--- config.mk ---
export PLATFORM = sky130hd
export DESIGN_NAME = xpc_ctrl
export DESIGN_NICKNAME = d
export VERILOG_FILES = /design/src/verilog/xpc_pkg.sv /design/src/verilog/xpc_sync.sv /design/src/verilog/xpc_ctrl.sv
export SDC_FILE = /design/constraint.sdc
export NUM_CORES = 1
export LEC_CHECK = 0
export ABC_CLOCK_PERIOD_IN_PS = 5310
export BUFFER_PORTS_ARGS = -buffer_cell sky130_fd_sc_hd__buf_2
export CAP_MARGIN = 20
export CORE_ASPECT_RATIO = 0.9
export CORE_MARGIN = 2
export CORE_UTILIZATION = 30
export CTS_BUF_LIST = sky130_fd_sc_hd__clkbuf_8
export CTS_CLUSTER_DIAMETER = 40
export CTS_CLUSTER_SIZE = 20
export DETAILED_ROUTE_END_ITERATION = 16
export PLACE_DENSITY = 0.5
export SYNTH_ARGS = -nofsm -noshare
export SYNTH_HDL_FRONTEND = slang
export SYNTH_SLANG_ARGS = --single-unit
--- constraint.sdc ---
create_clock -name pclk -period 5.31 [get_ports pclk]
set_clock_uncertainty 0.1 [all_clocks]
set_input_delay 1.3275 -clock pclk [delete_from_list [all_inputs] [get_ports pclk]]
set_output_delay 1.3275 -clock pclk [all_outputs]
set_load 0.01 [all_outputs]
--- src/verilog/xpc_pkg.sv ---
// Package: constants for the crosspoint configuration host controller
package xpc_pkg;
	// APB register offsets (byte addresses)
	localparam logic [7:0] XPC_OFF_CMD = 8'h00;
	localparam logic [7:0] XPC_OFF_DATA = 8'h04;
	localparam logic [7:0] XPC_OFF_STATUS = 8'h08;
	localparam logic [7:0] XPC_OFF_RDATA = 8'h0c;
	// Command codes in CMD[2:0]
	localparam logic [2:0] XPC_CMD_WRITE = 3'h1;
	localparam logic [2:0] XPC_CMD_UPDATE = 3'h2;
	localparam logic [2:0] XPC_CMD_READ = 3'h3;
	localparam logic [2:0] XPC_CMD_RESET = 3'h4;
	// Field positions in DATA
	localparam int XPC_SEL_LSB = 0;
	localparam int XPC_EN_BIT = 6;
	localparam int XPC_ADDR_LSB = 8;
	// Device geometry
	localparam int XPC_NUM_OUT = 17;
	localparam int XPC_NUM_IN = 33;
	localparam logic [4:0] XPC_ADDR_ALL = 5'h11;
	localparam logic [4:0] XPC_ADDR_MAX = 5'h10;
	// Timing figures in ns, and clock period
	localparam int XPC_CLK_NS = 5;
	localparam int XPC_T_STRB_NS = 15;
	localparam int XPC_T_WHU_NS = 10;
	localparam int XPC_T_READ_NS = 30;
	localparam int XPC_T_REL_NS = 30;
	// Cycle counts: least times round up
	localparam logic [3:0] XPC_STRB_CYC = 4'((XPC_T_STRB_NS + XPC_CLK_NS - 1) / XPC_CLK_NS);
	localparam logic [3:0] XPC_WHU_CYC = 4'((XPC_T_WHU_NS + XPC_CLK_NS - 1) / XPC_CLK_NS);
	localparam logic [3:0] XPC_READ_CYC = 4'((XPC_T_READ_NS + XPC_CLK_NS - 1) / XPC_CLK_NS);
	localparam logic [3:0] XPC_REL_CYC = 4'((XPC_T_REL_NS + XPC_CLK_NS - 1) / XPC_CLK_NS);
	// Reset values
	localparam logic [31:0] XPC_DATA_RST = 32'h0000_0000;
	// Sequencer states
	typedef enum logic [2:0]
	{
		XPC_IDLE = 3'b000,
		XPC_SETUP = 3'b001,
		XPC_STROBE = 3'b010,
		XPC_HOLD = 3'b011,
		XPC_RELEASE = 3'b100
	} xpc_state_t;
endpackage

--- src/verilog/xpc_sync.sv ---
// Two-flop synchroniser for pin inputs
`timescale 1ns/1ps
`default_nettype none
module xpc_sync
#(
	parameter int W = 7
)
(
	// Clock and reset
	input wire logic pclk,
	input wire logic presetn,
	// Async input and synchronised output
	input wire logic [W-1:0] async_in,
	output logic [W-1:0] sync_out
);
	logic [W-1:0] meta_ff;
	logic [W-1:0] sync_ff;

	// Only the second flop reads the first
	always_ff @(posedge pclk or negedge presetn)
	begin
		if (!presetn)
		begin
			meta_ff <= '0;
			sync_ff <= '0;
		end
		else
		begin
			meta_ff <= async_in;
			sync_ff <= meta_ff;
		end
	end

	assign sync_out = sync_ff;
endmodule // xpc_sync
`default_nettype wire

--- src/verilog/xpc_ctrl.sv ---
// Host controller driving the crosspoint configuration pins from APB
// What this block does
// - Five-bit select bus picks output row
// - Data bits five..zero carry input index
// - Host releases data bus during readback
// - Host returns write strobe high afterwards
// - Host writes all rows before update
// - Read and write never overlap; bus released between
// - Operations need chip select low, not reset
// - Pulse reset on command, for power-up on shared buses
// - Disable old driver before enabling new
`timescale 1ns/1ps
`default_nettype none
module xpc_ctrl
	import xpc_pkg::*;
(
	// APB slave
	input wire logic pclk,
	input wire logic presetn,
	input wire logic psel,
	input wire logic penable,
	input wire logic pwrite,
	input wire logic [7:0] paddr,
	input wire logic [31:0] pwdata,
	output logic [31:0] prdata,
	output logic pready,
	output logic pslverr,
	// Device control pins, all active low except addr
	output logic [4:0] out_sel,
	output logic chip_sel_n,
	output logic first_rank_write_n,
	output logic update_n,
	output logic second_rank_read_enable_n,
	output logic xpt_reset_n,
	// Bidirectional data bus split into three signals
	input wire logic [6:0] data_in,
	output logic [6:0] data_out,
	output logic data_oe
);
	////////////////////////////////////////////////////////////////////////
	// Registers and state
	xpc_state_t state_ff;
	xpc_state_t nxt_state;
	logic [2:0] cmd_ff;
	logic [31:0] data_ff;
	logic [6:0] rdata_ff;
	logic [3:0] cnt_ff;
	logic [3:0] nxt_cnt;
	logic busy_ff;
	logic err_ff;
	logic done_ff;
	logic [6:0] data_sync;
	logic start;
	logic apb_wr;
	logic apb_rd;
	logic wr_start;
	logic all_rows_written;
	logic [XPC_NUM_OUT-1:0] row_hit;
	logic [XPC_NUM_OUT-1:0] row_written_ff;
	logic [3:0] turn_ff;

	// Decode of a valid command code
	function automatic logic cmd_valid(input logic [2:0] c);
		cmd_valid = (c == XPC_CMD_WRITE) || (c == XPC_CMD_UPDATE) ||
			(c == XPC_CMD_READ) || (c == XPC_CMD_RESET);
	endfunction

	// Decode of whether a select code reaches a row; the broadcast code reaches all
	function automatic logic row_match(input logic [4:0] sel, input int idx);
		row_match = (sel == XPC_ADDR_ALL) || (sel == 5'(idx));
	endfunction

	// Readback data comes from a pin, so synchronise it first
	xpc_sync #(.W(7)) u_sync
	(
		.pclk(pclk),
		.presetn(presetn),
		.async_in(data_in),
		.sync_out(data_sync)
	);

	////////////////////////////////////////////////////////////////////////
	// APB slave, zero wait states
	assign pready = 1'b1;
	assign pslverr = 1'b0;
	assign apb_wr = psel && penable && pwrite;
	assign apb_rd = psel && !penable && !pwrite;
	assign start = apb_wr && (paddr == XPC_OFF_CMD) && !busy_ff && cmd_valid(pwdata[2:0])
		&& !(pwdata[2:0] == XPC_CMD_UPDATE && !all_rows_written);
	assign wr_start = start && (pwdata[2:0] == XPC_CMD_WRITE);

	// Data register: only writable when idle so pins never glitch mid-cycle
	always_ff @(posedge pclk or negedge presetn)
	begin
		if (!presetn)
			data_ff <= XPC_DATA_RST;
		else if (apb_wr && paddr == XPC_OFF_DATA && !busy_ff)
			data_ff <= pwdata;
	end

	// Command latch
	always_ff @(posedge pclk or negedge presetn)
	begin
		if (!presetn)
			cmd_ff <= 3'h0;
		else if (start)
			cmd_ff <= pwdata[2:0];
	end

	////////////////////////////////////////////////////////////////////////
	// First-rank bookkeeping: an update before every row is loaded
	// would copy undefined words into the outputs, so it is refused
	genvar gi;
	generate
		for (gi = 0; gi < XPC_NUM_OUT; gi++)
		begin : g_row
			assign row_hit[gi] = row_match(data_ff[XPC_ADDR_LSB +: 5], gi);
		end
	endgenerate
	assign all_rows_written = &row_written_ff;

	// Our reset cannot tell power-up from a soft reset, so it forgets every row
	always_ff @(posedge pclk or negedge presetn)
	begin
		if (!presetn)
			row_written_ff <= '0;
		else if (wr_start)
			row_written_ff <= row_written_ff | row_hit;
	end

	// Sticky error on command refused while busy, bad code or update before all rows written; write 1 clears
	always_ff @(posedge pclk or negedge presetn)
	begin
		if (!presetn)
			err_ff <= 1'b0;
		else if (apb_wr && paddr == XPC_OFF_CMD && !start)
			err_ff <= 1'b1;
		else if (apb_wr && paddr == XPC_OFF_STATUS && pwdata[1])
			err_ff <= 1'b0;
	end

	// Read data mux registered in setup cycle
	always_ff @(posedge pclk or negedge presetn)
	begin
		if (!presetn)
			prdata <= 32'h0000_0000;
		else if (apb_rd)
		begin
			case (paddr)
				XPC_OFF_CMD: prdata <= {29'h0, cmd_ff};
				XPC_OFF_DATA: prdata <= data_ff;
				XPC_OFF_STATUS: prdata <= {29'h0, done_ff, err_ff, busy_ff};
				XPC_OFF_RDATA: prdata <= {25'h0, rdata_ff};
				default: prdata <= 32'h0000_0000;
			endcase
		end
	end

	////////////////////////////////////////////////////////////////////////
	// Pin sequencer
	always_comb
	begin
		nxt_state = state_ff;
		nxt_cnt = cnt_ff;
		case (state_ff)
			XPC_IDLE:
				if (start)
				begin
					nxt_state = XPC_SETUP;
					nxt_cnt = 4'h1;
				end
			XPC_SETUP:
			begin
				nxt_state = XPC_STROBE;
				nxt_cnt = (cmd_ff == XPC_CMD_READ) ? XPC_READ_CYC : XPC_STRB_CYC;
			end
			XPC_STROBE:
				if (cnt_ff <= 4'h1)
				begin
					nxt_state = XPC_HOLD;
					nxt_cnt = (cmd_ff == XPC_CMD_READ) ? XPC_REL_CYC : XPC_WHU_CYC;
				end
				else
					nxt_cnt = cnt_ff - 4'h1;
			XPC_HOLD:
				if (cnt_ff <= 4'h1)
					nxt_state = XPC_RELEASE;
				else
					nxt_cnt = cnt_ff - 4'h1;
			XPC_RELEASE:
				nxt_state = XPC_IDLE;
			default:
				nxt_state = XPC_IDLE;
		endcase
	end

	// State and counter
	always_ff @(posedge pclk or negedge presetn)
	begin
		if (!presetn)
		begin
			state_ff <= XPC_IDLE;
			cnt_ff <= 4'h0;
		end
		else
		begin
			state_ff <= nxt_state;
			cnt_ff <= nxt_cnt;
		end
	end

	// Busy and done flags; done is set on finish, cleared by a new start
	always_ff @(posedge pclk or negedge presetn)
	begin
		if (!presetn)
		begin
			busy_ff <= 1'b0;
			done_ff <= 1'b0;
		end
		else
		begin
			busy_ff <= (nxt_state != XPC_IDLE) || (turn_ff != 4'h0);
			if (state_ff == XPC_RELEASE)
				done_ff <= 1'b1;
			else if (start)
				done_ff <= 1'b0;
		end
	end

	// Bus turnaround: the device may still drive D for the release time after
	// read enable rises, so the next command waits it out instead of contending
	always_ff @(posedge pclk or negedge presetn)
	begin
		if (!presetn)
			turn_ff <= 4'h0;
		else if (state_ff == XPC_HOLD && nxt_state == XPC_RELEASE && cmd_ff == XPC_CMD_READ)
			turn_ff <= XPC_REL_CYC;
		else if (turn_ff != 4'h0)
			turn_ff <= turn_ff - 4'h1;
	end

	// Capture readback at end of the read window (synchroniser latency absorbed)
	always_ff @(posedge pclk or negedge presetn)
	begin
		if (!presetn)
			rdata_ff <= 7'h00;
		else if (cmd_ff == XPC_CMD_READ && state_ff == XPC_HOLD && cnt_ff == 4'h1)
			rdata_ff <= data_sync;
	end

	////////////////////////////////////////////////////////////////////////
	// Pin drivers, all registered
	always_ff @(posedge pclk or negedge presetn)
	begin
		if (!presetn)
		begin
			chip_sel_n <= 1'b1;
			first_rank_write_n <= 1'b1;
			update_n <= 1'b1;
			second_rank_read_enable_n <= 1'b1;
			xpt_reset_n <= 1'b1;
			out_sel <= 5'h00;
			data_out <= 7'h00;
			data_oe <= 1'b0;
		end
		else
		begin
			// Reset needs no chip select, so it never asserts it
			chip_sel_n <= !((nxt_state != XPC_IDLE) && (cmd_ff != XPC_CMD_RESET || start)
				&& !(start ? pwdata[2:0] == XPC_CMD_RESET : cmd_ff == XPC_CMD_RESET));
			// Strobes are level pulses that always return high
			first_rank_write_n <= !(nxt_state == XPC_STROBE && cmd_ff == XPC_CMD_WRITE);
			update_n <= !(nxt_state == XPC_STROBE && cmd_ff == XPC_CMD_UPDATE);
			// Reset pulse lets software park this part before another drives a shared bus
			xpt_reset_n <= !(nxt_state == XPC_STROBE && cmd_ff == XPC_CMD_RESET);
			second_rank_read_enable_n <= !((nxt_state == XPC_STROBE || nxt_state == XPC_HOLD)
				&& cmd_ff == XPC_CMD_READ);
			// Address from DATA[12:8]; 10001 broadcasts to every row
			out_sel <= data_ff[XPC_ADDR_LSB +: 5];
			// Selector and enable straight from DATA[6:0]
			data_out <= data_ff[XPC_SEL_LSB +: 7];
			// Drive only for writes; released through readback and its release time
			data_oe <= (nxt_state != XPC_IDLE) && (cmd_ff == XPC_CMD_WRITE)
				&& !(start && pwdata[2:0] != XPC_CMD_WRITE);
		end
	end
endmodule // xpc_ctrl
`default_nettype wire

==> out/qor.csv, run 1 <==
stage,metric,value,unit
synth,syn_nets,468,
clock_network,htree_levels,4,
detailed_routing,dr.first_iter.drc_count,216,
synth,yosys_warnings,0,
critical_path,critPathMaxStageDelay,0.55,ns
final_layout,final_common_cell,dfrtp_1,
timing,fin_setup_tns,0,ns
timing,rsz0062_at_grt,no,
clock_network,cts_tree,yes,
synth,synth_cell_type_count,57,
power_and_ir_drop,ir_drop,0.000178,V
power_and_ir_drop,p_leak,3.40,nW
clock_network,clk_latency,0.44,ns
clock_network,cts_made_buffers,17,
critical_path,critPathRequiredTime,5.53,ns
final_layout,final_util,0.365,
critical_path,cp-start-kind,input port,
synth,synth-async-reset-ratio,1.00,
synth,synth_edf_count,0,
grt,grt-ovfl-total,0,
synth,seq_area_frac_synth,0.620,
floorplan,ios,104,
final_layout,drive_gt1_frac,0.373,
clock_network,cts_resized,0,
floorplan,fp.dieH,133,microns
place,dpl.hpwl,8230,microns
run,maxCapViolCount,0,
critical_path,path_cells,buf_2 > or4_4 > or3_4 > nor4_4 > buf_4 > mux2_2,
power_and_ir_drop,cellPowerDensity,356,nW/um^2
synth,synth_xor_area_frac,0.0111,
timing,worstMarginPinSlew,0.904,ns
floorplan,initial_core_util,0.304,
timing,hold_viol,0,
critical_path,cp-end-kind,flip-flop,
place,placed_cells,736,
clock_network,clockBufferDepth,2,
synth,synth_compound_area_frac,0.121,
floorplan,core,18200,sq um
timing,post-route-period-util,0.634,
detailed_routing,drc,0,
timing,fin_crit,3.36,ns
hold_path,min_path_type,reg2reg,
outcome,status,"complete, no violations",
grt,grt_max_degree,102,
grt,grt_pass1_vias,3785,
detailed_routing,vias,3607,
timing,slew_violations,0,
synth,synth_top_family_by_area,compound AO/OA/AOI/OAI gates,
synth,post_synth_instance_area,5540,sq um
timing,timing.slew.headroom,0.397,
clock_network,cts.sinks,137,
synth,synthCells,412,
critical_path,crit_type,in2reg,
detailed_routing,wirelength,12200,microns
floorplan,rows,47,
floorplan,die-area,19600,sq um
final_layout,n_fill_cell,1804,
timing,layout_setup_ws,1.95,ns
synth,synth-simple-area-share,0.0981,
detailed_routing,first_pass_iters,5,
critical_path,cp.arrival,3.59,ns
detailed_routing,vias_per_cell,4.69,
clock_network,hold_buffers,0,
synth,synth-main-ff-cell,dfrtp_1,
detailed_routing,wire_per_inst,15.8,microns
final_layout,layout_common_cells,"132 x dfrtp_1, 100 x buf_2, 38 x mux2_2, 29 x a22o_1, 22 x nand2_1",
grt,grt_usage,0.133,
synth,muxShareOfSynthArea,0.106,
timing,fmax,297,MHz
timing,setup_viol,0,
place,io_buffers,101,
final_layout,layout.cells.non_filler,769,
critical_path,r2r_slack,3.09,ns
final_layout,final_nets,566,
clock_network,root_buffer,clkbuf_8,
synth,ys_seq_elements,137,
synth,syn_area_per_cell,13.4,sq um
place,place.gp.congestion,0.782,
critical_path,cp_max_fo,29,
place,place_ws,1.46,ns
grt,antenna_found_initial,1,
critical_path,cp_slowest_cell,or4_4,
floorplan,die_w,147,microns
detailed_routing,ant_nets,0,
final_layout,area_growth,20.0,%
clock_network,clk_pin_slew,0.08,ns
clock_network,cts_setup_buffers,0,
grt,grt_first_pass_wirelength,20300,microns
synth,synth_fa_ha_area_frac,0.00904,
-- final cells by class --
cell class	instances	area (sq um)	area share
diodes	1	2.50	0.000377
clock buffers	17	234	0.0352
clock inverters	15	176	0.0265
inverters	11	41.3	0.00621
multi-input cells	240	1920	0.289
flip-flops and latches	137	3430	0.517
well taps	245	307	0.0461
repair buffers	103	527	0.0793
-- Yosys cell counts (5+ instances only) --
cell type | count | area, sq um
dfrtp_1 | 132 | 3300
mux2i_1 | 6 | 60.1
o31ai_1 | 5 | 37.5
nor2_1 | 18 | 67.6
nand2_1 | 22 | 82.6
dfstp_2 | 5 | 131
inv_1 | 11 | 41.3
nand4_1 | 5 | 31.3
nand2b_1 | 6 | 37.5
a21oi_1 | 7 | 35.0
o21ai_0 | 14 | 70.1
mux2_2 | 38 | 428
buf_6 | 5 | 56.3
a22o_1 | 29 | 254
xnor2_1 | 6 | 52.6
a21o_1 | 12 | 90.1
clkbuf_1 | 15 | 56.3
-- worst max-delay path: cells and delay by family --
family | cells | cell delay [ns]
buffers and inverters | 2 | 0.54
multiplexers | 1 | 0.38
AND/OR/NAND/NOR | 3 | 1.32
-- final timing paths --
kind / start / end / cells after the start
worst min-delay path: u_sync.meta_ff[4]$_DFF_PN0_ / u_sync.sync_out[4]$_DFF_PN0_ / 0
max in group asynchronous: presetn / update_n$_DFF_PN1_ / 2
worst max register to register: row_written_ff[2]$_DFFE_PN0P_ / busy_ff$_DFF_PN0_ / 5
worst max-delay path: paddr[1] / data_ff[10]$_DFFE_PN0P_ / 6
worst min register to register: u_sync.meta_ff[4]$_DFF_PN0_ / u_sync.sync_out[4]$_DFF_PN0_ / 0
min in group asynchronous: presetn / u_sync.sync_out[0]$_DFF_PN0_ / 1
-- registers in the layout (all words and copies together), names as in the netlist, 3 cells and up --
register         cells
data_ff             32
prdata              32
row_written_ff      17
data_out             7
rdata_ff             7
u_sync.meta_ff       7
u_sync.sync_out      7
out_sel              5
cnt_ff               4
turn_ff              4
cmd_ff               3
state_ff             3
-- cell families (layout without fill, tap and decap cells) --
kind of cell,after synthesis,after routing
flops,137,137
fa+ha+maj,4,4
other cells,2,3
simple gates,88,88
xor+xnor,7,7
mux,50,50
buf+inv,35,146
compound gates,89,89
-- report_power, final --
group | internal [W] | total [W] | switching [W]
Clock | 0.000465 | 0.000888 | 0.000423
Combinational | 0.000141 | 0.000327 | 0.000186
Sequential | 0.00110 | 0.00115 | 0.0000569
Total | 0.00170 | 0.00237 | 0.000667
-- stage by stage --
| stage | hold slack [ns] | power, W | cell area, sq um |
|---|---|---|---|
| 3_5_place_dp | 0.235 | 0.00150 | 6230 |
| 4_1_cts | 0.254 | 0.00240 | 6640 |
| 2_1_floorplan | 0.231 | 0.00140 | 5540 |
| 3_3_place_gp | 0.234 | 0.00149 | 6230 |
| 5_1_grt | 0.256 | 0.00250 | 6640 |
| 6_report | 0.252 | 0.00237 | 6650 |
-- metal layers --
layer  share of wire  vias to the layer above  wire, microns  global-route usage
li1                -                     1692              -                   -
met4           0.017                        0            203              0.0545
met2            0.43                      102           5280               0.191
met5               0                        -              0                   0
met1            0.49                     1798           5950               0.184
met3           0.059                       15            720              0.0472
Note: power is estimated with default switching activity, not from simulation.
==> run 2, diff against run 1 <==
--- a/config.mk
+++ b/config.mk
@@ -5,7 +5,7 @@
 export SDC_FILE = /design/constraint.sdc
 export NUM_CORES = 1
 export LEC_CHECK = 0
-export ABC_CLOCK_PERIOD_IN_PS = 5310
+export ABC_CLOCK_PERIOD_IN_PS = 2800
 export BUFFER_PORTS_ARGS = -buffer_cell sky130_fd_sc_hd__buf_2
 export CAP_MARGIN = 20
 export CORE_ASPECT_RATIO = 0.9
@@ -15,7 +15,7 @@
 export CTS_CLUSTER_DIAMETER = 40
 export CTS_CLUSTER_SIZE = 20
 export DETAILED_ROUTE_END_ITERATION = 16
-export PLACE_DENSITY = 0.5
+export PLACE_DENSITY = 0.52
 export SYNTH_ARGS = -nofsm -noshare
 export SYNTH_HDL_FRONTEND = slang
 export SYNTH_SLANG_ARGS = --single-unit
==> constraint.sdc (replaced) <==
create_clock -name pclk -period 2.8 [get_ports pclk]
set_clock_uncertainty 0.1 [all_clocks]
set_input_delay 0.7 -clock pclk [delete_from_list [all_inputs] [get_ports pclk]]
set_output_delay 0.7 -clock pclk [all_outputs]
set_load 0.01 [all_outputs]
==> run 2 against run 1 <==
Power rose by 86%. Via count grew 1.2%. Core utilization increased by 0.54 points. Largest power group unchanged. Clock power up 77%. Sequential power grew 90%. First-iteration DRC count down 24%. Global-route usage barely moved.
==> out/qor.csv, run 2 (same netlist as run 1, synthesis figures left out) <==
stage,metric,value,unit
clock_network,htree_levels,4,
critical_path,r2r_start,state_ff[2]$_DFF_PN0_,
final_layout,area_growth,21.8,%
timing,fin_crit,2.41,ns
clock_network,clockBufferDepth,2,
grt,grt_first_pass_wirelength,20300,microns
outcome,status,"complete, no violations",
critical_path,cp_slowest_cell,or4_4,
timing,timing.slew.headroom,0.592,
detailed_routing,vias_per_cell,4.66,
timing,hold_viol,0,
place,dpl_cell_area,6350,sq um
place,dpl.hpwl,8810,microns
floorplan,die_w,147,microns
timing,fin_hold_ws,0.0793,ns
hold_path,min_path_type,in2async,
critical_path,cp.arrival,2.63,ns
critical_path,cp_max_fo,18,
floorplan,rows,47,
final_layout,layout.cells.non_filler,783,
place,place_ws,-0.0859,ns
detailed_routing,ant_nets,0,
power_and_ir_drop,ir_drop,0.000310,V
place,io_buffers,101,
final_layout,final_common_cell,dfrtp_1,
detailed_routing,vias,3651,
clock_network,cts_made_buffers,17,
timing,worstMarginPinSlew,0.610,ns
grt,grt_max_degree,52,
timing,layout_setup_ws,0.391,ns
critical_path,path_cells,buf_2 > or4_4 > or3_4 > nor4_4 > buf_4 > mux2_2,
detailed_routing,wirelength,12400,microns
power_and_ir_drop,cellPowerDensity,653,nW/um^2
clock_network,cts_resized,0,
critical_path,critPathRequiredTime,3.02,ns
floorplan,fp.dieH,133,microns
clock_network,hold_buffers,0,
floorplan,initial_core_util,0.304,
critical_path,cp-start-kind,input port,
final_layout,final_nets,579,
floorplan,die-area,19600,sq um
detailed_routing,dr.first_iter.drc_count,165,
final_layout,largest_registers,"data_ff (32), prdata (32), row_written_ff (17)",
critical_path,cp-end-kind,flip-flop,
clock_network,cts_setup_buffers,0,
final_layout,drive_gt1_frac,0.386,
timing,rsz0062_at_grt,no,
critical_path,reg2regPathDepth,4,
detailed_routing,wire_per_inst,15.9,microns
grt,grt_pass1_vias,3737,
timing,fmax,415,MHz
timing,slew_violations,0,
run,maxCapViolCount,0,
clock_network,root_buffer,clkbuf_8,
grt,antenna_found_initial,0,
power_and_ir_drop,p_leak,3.47,nW
timing,post-route-period-util,0.860,
critical_path,crit_type,in2reg,
place,placed_cells,749,
clock_network,clk_latency,0.44,ns
final_layout,n_fill_cell,1802,
detailed_routing,first_pass_iters,4,
floorplan,ios,104,
clock_network,clk_pin_slew,0.08,ns
critical_path,critPathMaxStageDelay,0.54,ns
grt,grt-ovfl-total,0,
floorplan,core,18200,sq um
final_layout,final_util,0.370,
timing,setup_viol,0,
place,place.gp.congestion,0.837,
critical_path,r2r_slack,0.65,ns
final_layout,layout_common_cells,"132 x dfrtp_1, 100 x buf_2, 38 x mux2_2, 29 x a22o_1, 22 x nand2_1",
final_layout,design_area,6740,sq um
clock_network,cts_tree,yes,
critical_path,reg2reg_to,rdata_ff[6]$_DFFE_PN0P_,
detailed_routing,drc,0,
grt,grt_usage,0.134,
clock_network,cts.sinks,137,
==> run 2: cell count changes in the layout (fill, tap and decap cells not counted), sizes merged <==
cell      before  now
buf          103  116
bufinv         3    2
clkinvlp       5    3
diode          1    2
inv           15   18
==> run 2: worst max path at each step <==
stage	start	to	slack, ns	cells after the start
2_1_floorplan	paddr[1]	data_ff[10]$_DFFE_PN0P_	0.05	5
3_3_place_gp	paddr[1]	data_ff[3]$_DFFE_PN0P_	-0.04	6
3_5_place_dp	paddr[1]	data_ff[2]$_DFFE_PN0P_	-0.09	6
4_1_cts	paddr[1]	data_ff[3]$_DFFE_PN0P_	0.41	6
5_1_grt	paddr[1]	data_ff[31]$_DFFE_PN0P_	0.35	6
6_report	paddr[1]	data_ff[3]$_DFFE_PN0P_	0.39	6
==> run 2: report_power, final <==
part	switching [W]	internal (W)	total [W]
Sequential	0.000109	0.00208	0.00219
Clock	0.000778	0.000792	0.00157
Combinational	0.000366	0.000279	0.000645
Total	0.00125	0.00315	0.00440
==> run 2: through the flow <==
step	TNS, ns	total power [W]
floorplan	0	0.00265
global placement	-0.608	0.00285
detailed placement	-1.86	0.00288
CTS	0	0.00446
global route	0	0.00467
finish	0	0.00440
==> run 2: area by class of cell <==
cell class | instances | area (sq um) | area share
sequential | 137 | 3430 | 0.509
multi-input combinational | 240 | 1920 | 0.285
timing repair buffer | 116 | 649 | 0.0963
tap | 245 | 307 | 0.0455
clock buffer | 17 | 234 | 0.0347
clock inverter | 15 | 149 | 0.0221
inverter | 11 | 41.3 | 0.00612
antenna | 2 | 5.00 | 0.000742
==> run 2: worst max-delay path, delay by kind of cell <==
family / cells / cell delay [ns]
AND/OR/NAND/NOR: 3 / 1.15
buffers and inverters: 2 / 0.40
multiplexers: 1 / 0.37
==> run 2: routing by layer <==
| metal | routed length, microns | share of wire | vias up | track usage |
|---|---|---|---|---|
| li1 | - | - | 1713 | - |
| met5 | 0 | 0 | - | 0 |
| met4 | 177 | 0.014 | 0 | 0.0465 |
| met3 | 658 | 0.053 | 13 | 0.0452 |
| met2 | 5810 | 0.47 | 102 | 0.204 |
| met1 | 5790 | 0.47 | 1823 | 0.179 |
==> run 3, diff against run 2 <==
--- a/config.mk
+++ b/config.mk
@@ -16,6 +16,8 @@
 export CTS_CLUSTER_SIZE = 20
 export DETAILED_ROUTE_END_ITERATION = 16
 export PLACE_DENSITY = 0.52
+export REMOVE_ABC_BUFFERS = 1
+export SKIP_CTS_REPAIR_TIMING = 1
 export SYNTH_ARGS = -nofsm -noshare
 export SYNTH_HDL_FRONTEND = slang
 export SYNTH_SLANG_ARGS = --single-unit
==> run 3 against run 2 <==
Sequential power about the same. Die area unchanged. Power up 1.3%. Register-to-register slack about the same. Clock power up 4%. Routed wire length down 3.6%. Design area up 0.82%. Critical path depth unchanged. Sequential cell count unchanged. Global-route usage down 0.12 points. Critical path type unchanged. Largest cell class unchanged. Highest routed layer is now met5.
==> out/qor.csv, run 3 (same netlist as run 1, synthesis figures left out) <==
stage,metric,value,unit
timing,fin_crit,2.41,ns
timing,fmax,416,MHz
place,dpl_cell_area,6390,sq um
clock_network,clk_pin_slew,0.08,ns
critical_path,cp-end-kind,flip-flop,
timing,slew_violations,0,
critical_path,cp-start-kind,input port,
floorplan,initial_core_util,0.304,
timing,setup_viol,0,
place,placed_cells,750,
floorplan,rows,47,
floorplan,die_w,147,microns
critical_path,cp_max_fo,30,
grt,grt_max_degree,55,
power_and_ir_drop,p_leak,3.48,nW
outcome,status,"complete, no violations",
power_and_ir_drop,cellPowerDensity,656,nW/um^2
final_layout,antenna-diode-count,0,
critical_path,critPathMaxStageDelay,0.54,ns
timing,post-route-period-util,0.859,
floorplan,die-area,19600,sq um
grt,grt_pass1_vias,3925,
timing,fin_setup_tns,0,ns
place,dpl.hpwl,8420,microns
detailed_routing,vias_per_cell,4.66,
critical_path,cp_slowest_cell,or4_4,
detailed_routing,first_pass_iters,4,
timing,worstMarginPinSlew,0.578,ns
detailed_routing,ant_nets,0,
final_layout,drive_gt1_frac,0.389,
clock_network,clockBufferDepth,2,
clock_network,cts.sinks,137,
floorplan,core,18200,sq um
critical_path,cp.arrival,2.64,ns
critical_path,reg2reg_to,rdata_ff[4]$_DFFE_PN0P_,
critical_path,crit_family,simple AND/OR/NAND/NOR gates,
final_layout,final_common_cell,dfrtp_1,
floorplan,fp.dieH,133,microns
place,io_buffers,101,
detailed_routing,vias,3646,
clock_network,root_buffer,clkbuf_8,
power_and_ir_drop,ir_drop,0.000346,V
clock_network,htree_levels,4,
place,place.gp.congestion,0.775,
detailed_routing,wire_per_inst,15.3,microns
detailed_routing,dr.first_iter.drc_count,144,
critical_path,r2r_slack,0.66,ns
clock_network,cts_tree,yes,
critical_path,critPathRequiredTime,3.04,ns
final_layout,final_nets,580,
detailed_routing,wirelength,12000,microns
clock_network,cts_made_buffers,17,
timing,hold_viol,0,
final_layout,layout.cells.non_filler,782,
critical_path,path_cells,buf_2 > or4_4 > or3_4 > nor4_4 > buf_12 > mux2_2,
grt,grt-ovfl-total,0,
grt,grt_first_pass_wirelength,20400,microns
critical_path,path_depth,6,
power_and_ir_drop,total_power,0.00446,W
clock_network,clk_latency,0.45,ns
hold_path,min_path_type,in2async,
timing,rsz0062_at_grt,no,
timing,timing.slew.headroom,0.614,
critical_path,r2r_start,state_ff[2]$_DFF_PN0_,
grt,grt_usage,0.133,
final_layout,area_growth,22.8,%
critical_path,reg2regPathDepth,4,
detailed_routing,drc,0,
final_layout,design_area,6800,sq um
final_layout,final_util,0.373,
final_layout,largest_registers,"data_ff (32), prdata (32), row_written_ff (17)",
run,maxCapViolCount,0,
final_layout,n_fill_cell,1809,
final_layout,layout_common_cells,"132 x dfrtp_1, 100 x buf_2, 38 x mux2_2, 29 x a22o_1, 22 x nand2_1",
critical_path,crit_type,in2reg,
grt,antenna_found_initial,3,
critical_path,cp_num_buf_inv,2,
floorplan,ios,104,
-- run 3: cell count changes in the layout (fill, tap and decap cells not counted), sizes merged --
cell      change
diode         -2
clkbuf        +4
inv           -6
buf           +1
clkinvlp      +1
clkinv        +1
-- run 3: power by group --
part           internal, W  switching, W  leakage (nW)
Clock             0.000881      0.000748         0.201
Combinational     0.000281      0.000367          1.47
Sequential         0.00208      0.000105          1.81
-- run 3: worst max path at each step --
| stage | start | end | slack (ns) |
|---|---|---|---|
| global route | paddr[1] | data_ff[12]$_DFFE_PN0P_ | 0.33 |
| floorplan | paddr[1] | data_ff[0]$_DFFE_PN0P_ | -0.59 |
| global placement | paddr[1] | data_ff[11]$_DFFE_PN0P_ | -0.03 |
| finish | paddr[1] | data_ff[19]$_DFFE_PN0P_ | 0.39 |
| CTS | paddr[1] | data_ff[12]$_DFFE_PN0P_ | 0.39 |
| detailed placement | paddr[1] | data_ff[19]$_DFFE_PN0P_ | -0.10 |
-- run 3: per-stage QoR --
| stage | setup slack (ns) | hold WS [ns] |
|---|---|---|
| 4_1_cts | 0.390 | 0.0975 |
| 5_1_grt | 0.333 | 0.112 |
| 3_3_place_gp | -0.0327 | 0.233 |
| 6_report | 0.395 | 0.102 |
| 3_5_place_dp | -0.103 | 0.235 |
| 2_1_floorplan | -0.586 | 0.231 |
-- run 3: area by class of cell --
class	count	area, sq um	share of cell area
Clock buffer	21	289	0.0425
Clock inverter	11	121	0.0179
Inverter	11	41.3	0.00607
Multi-Input combinational cell	240	1920	0.283
Sequential cell	137	3430	0.505
Tap cell	245	307	0.0451
Timing Repair Buffer	117	682	0.100
-- run 3: layer usage --
| layer | wire [microns] | GRT usage | vias to the layer above |
|---|---|---|---|
| met5 | 30 | 0 | - |
| met4 | 246 | 0.0550 | 4 |
| met3 | 745 | 0.0490 | 25 |
| met2 | 5480 | 0.200 | 94 |
| met1 | 5490 | 0.173 | 1812 |
| li1 | - | - | 1711 |
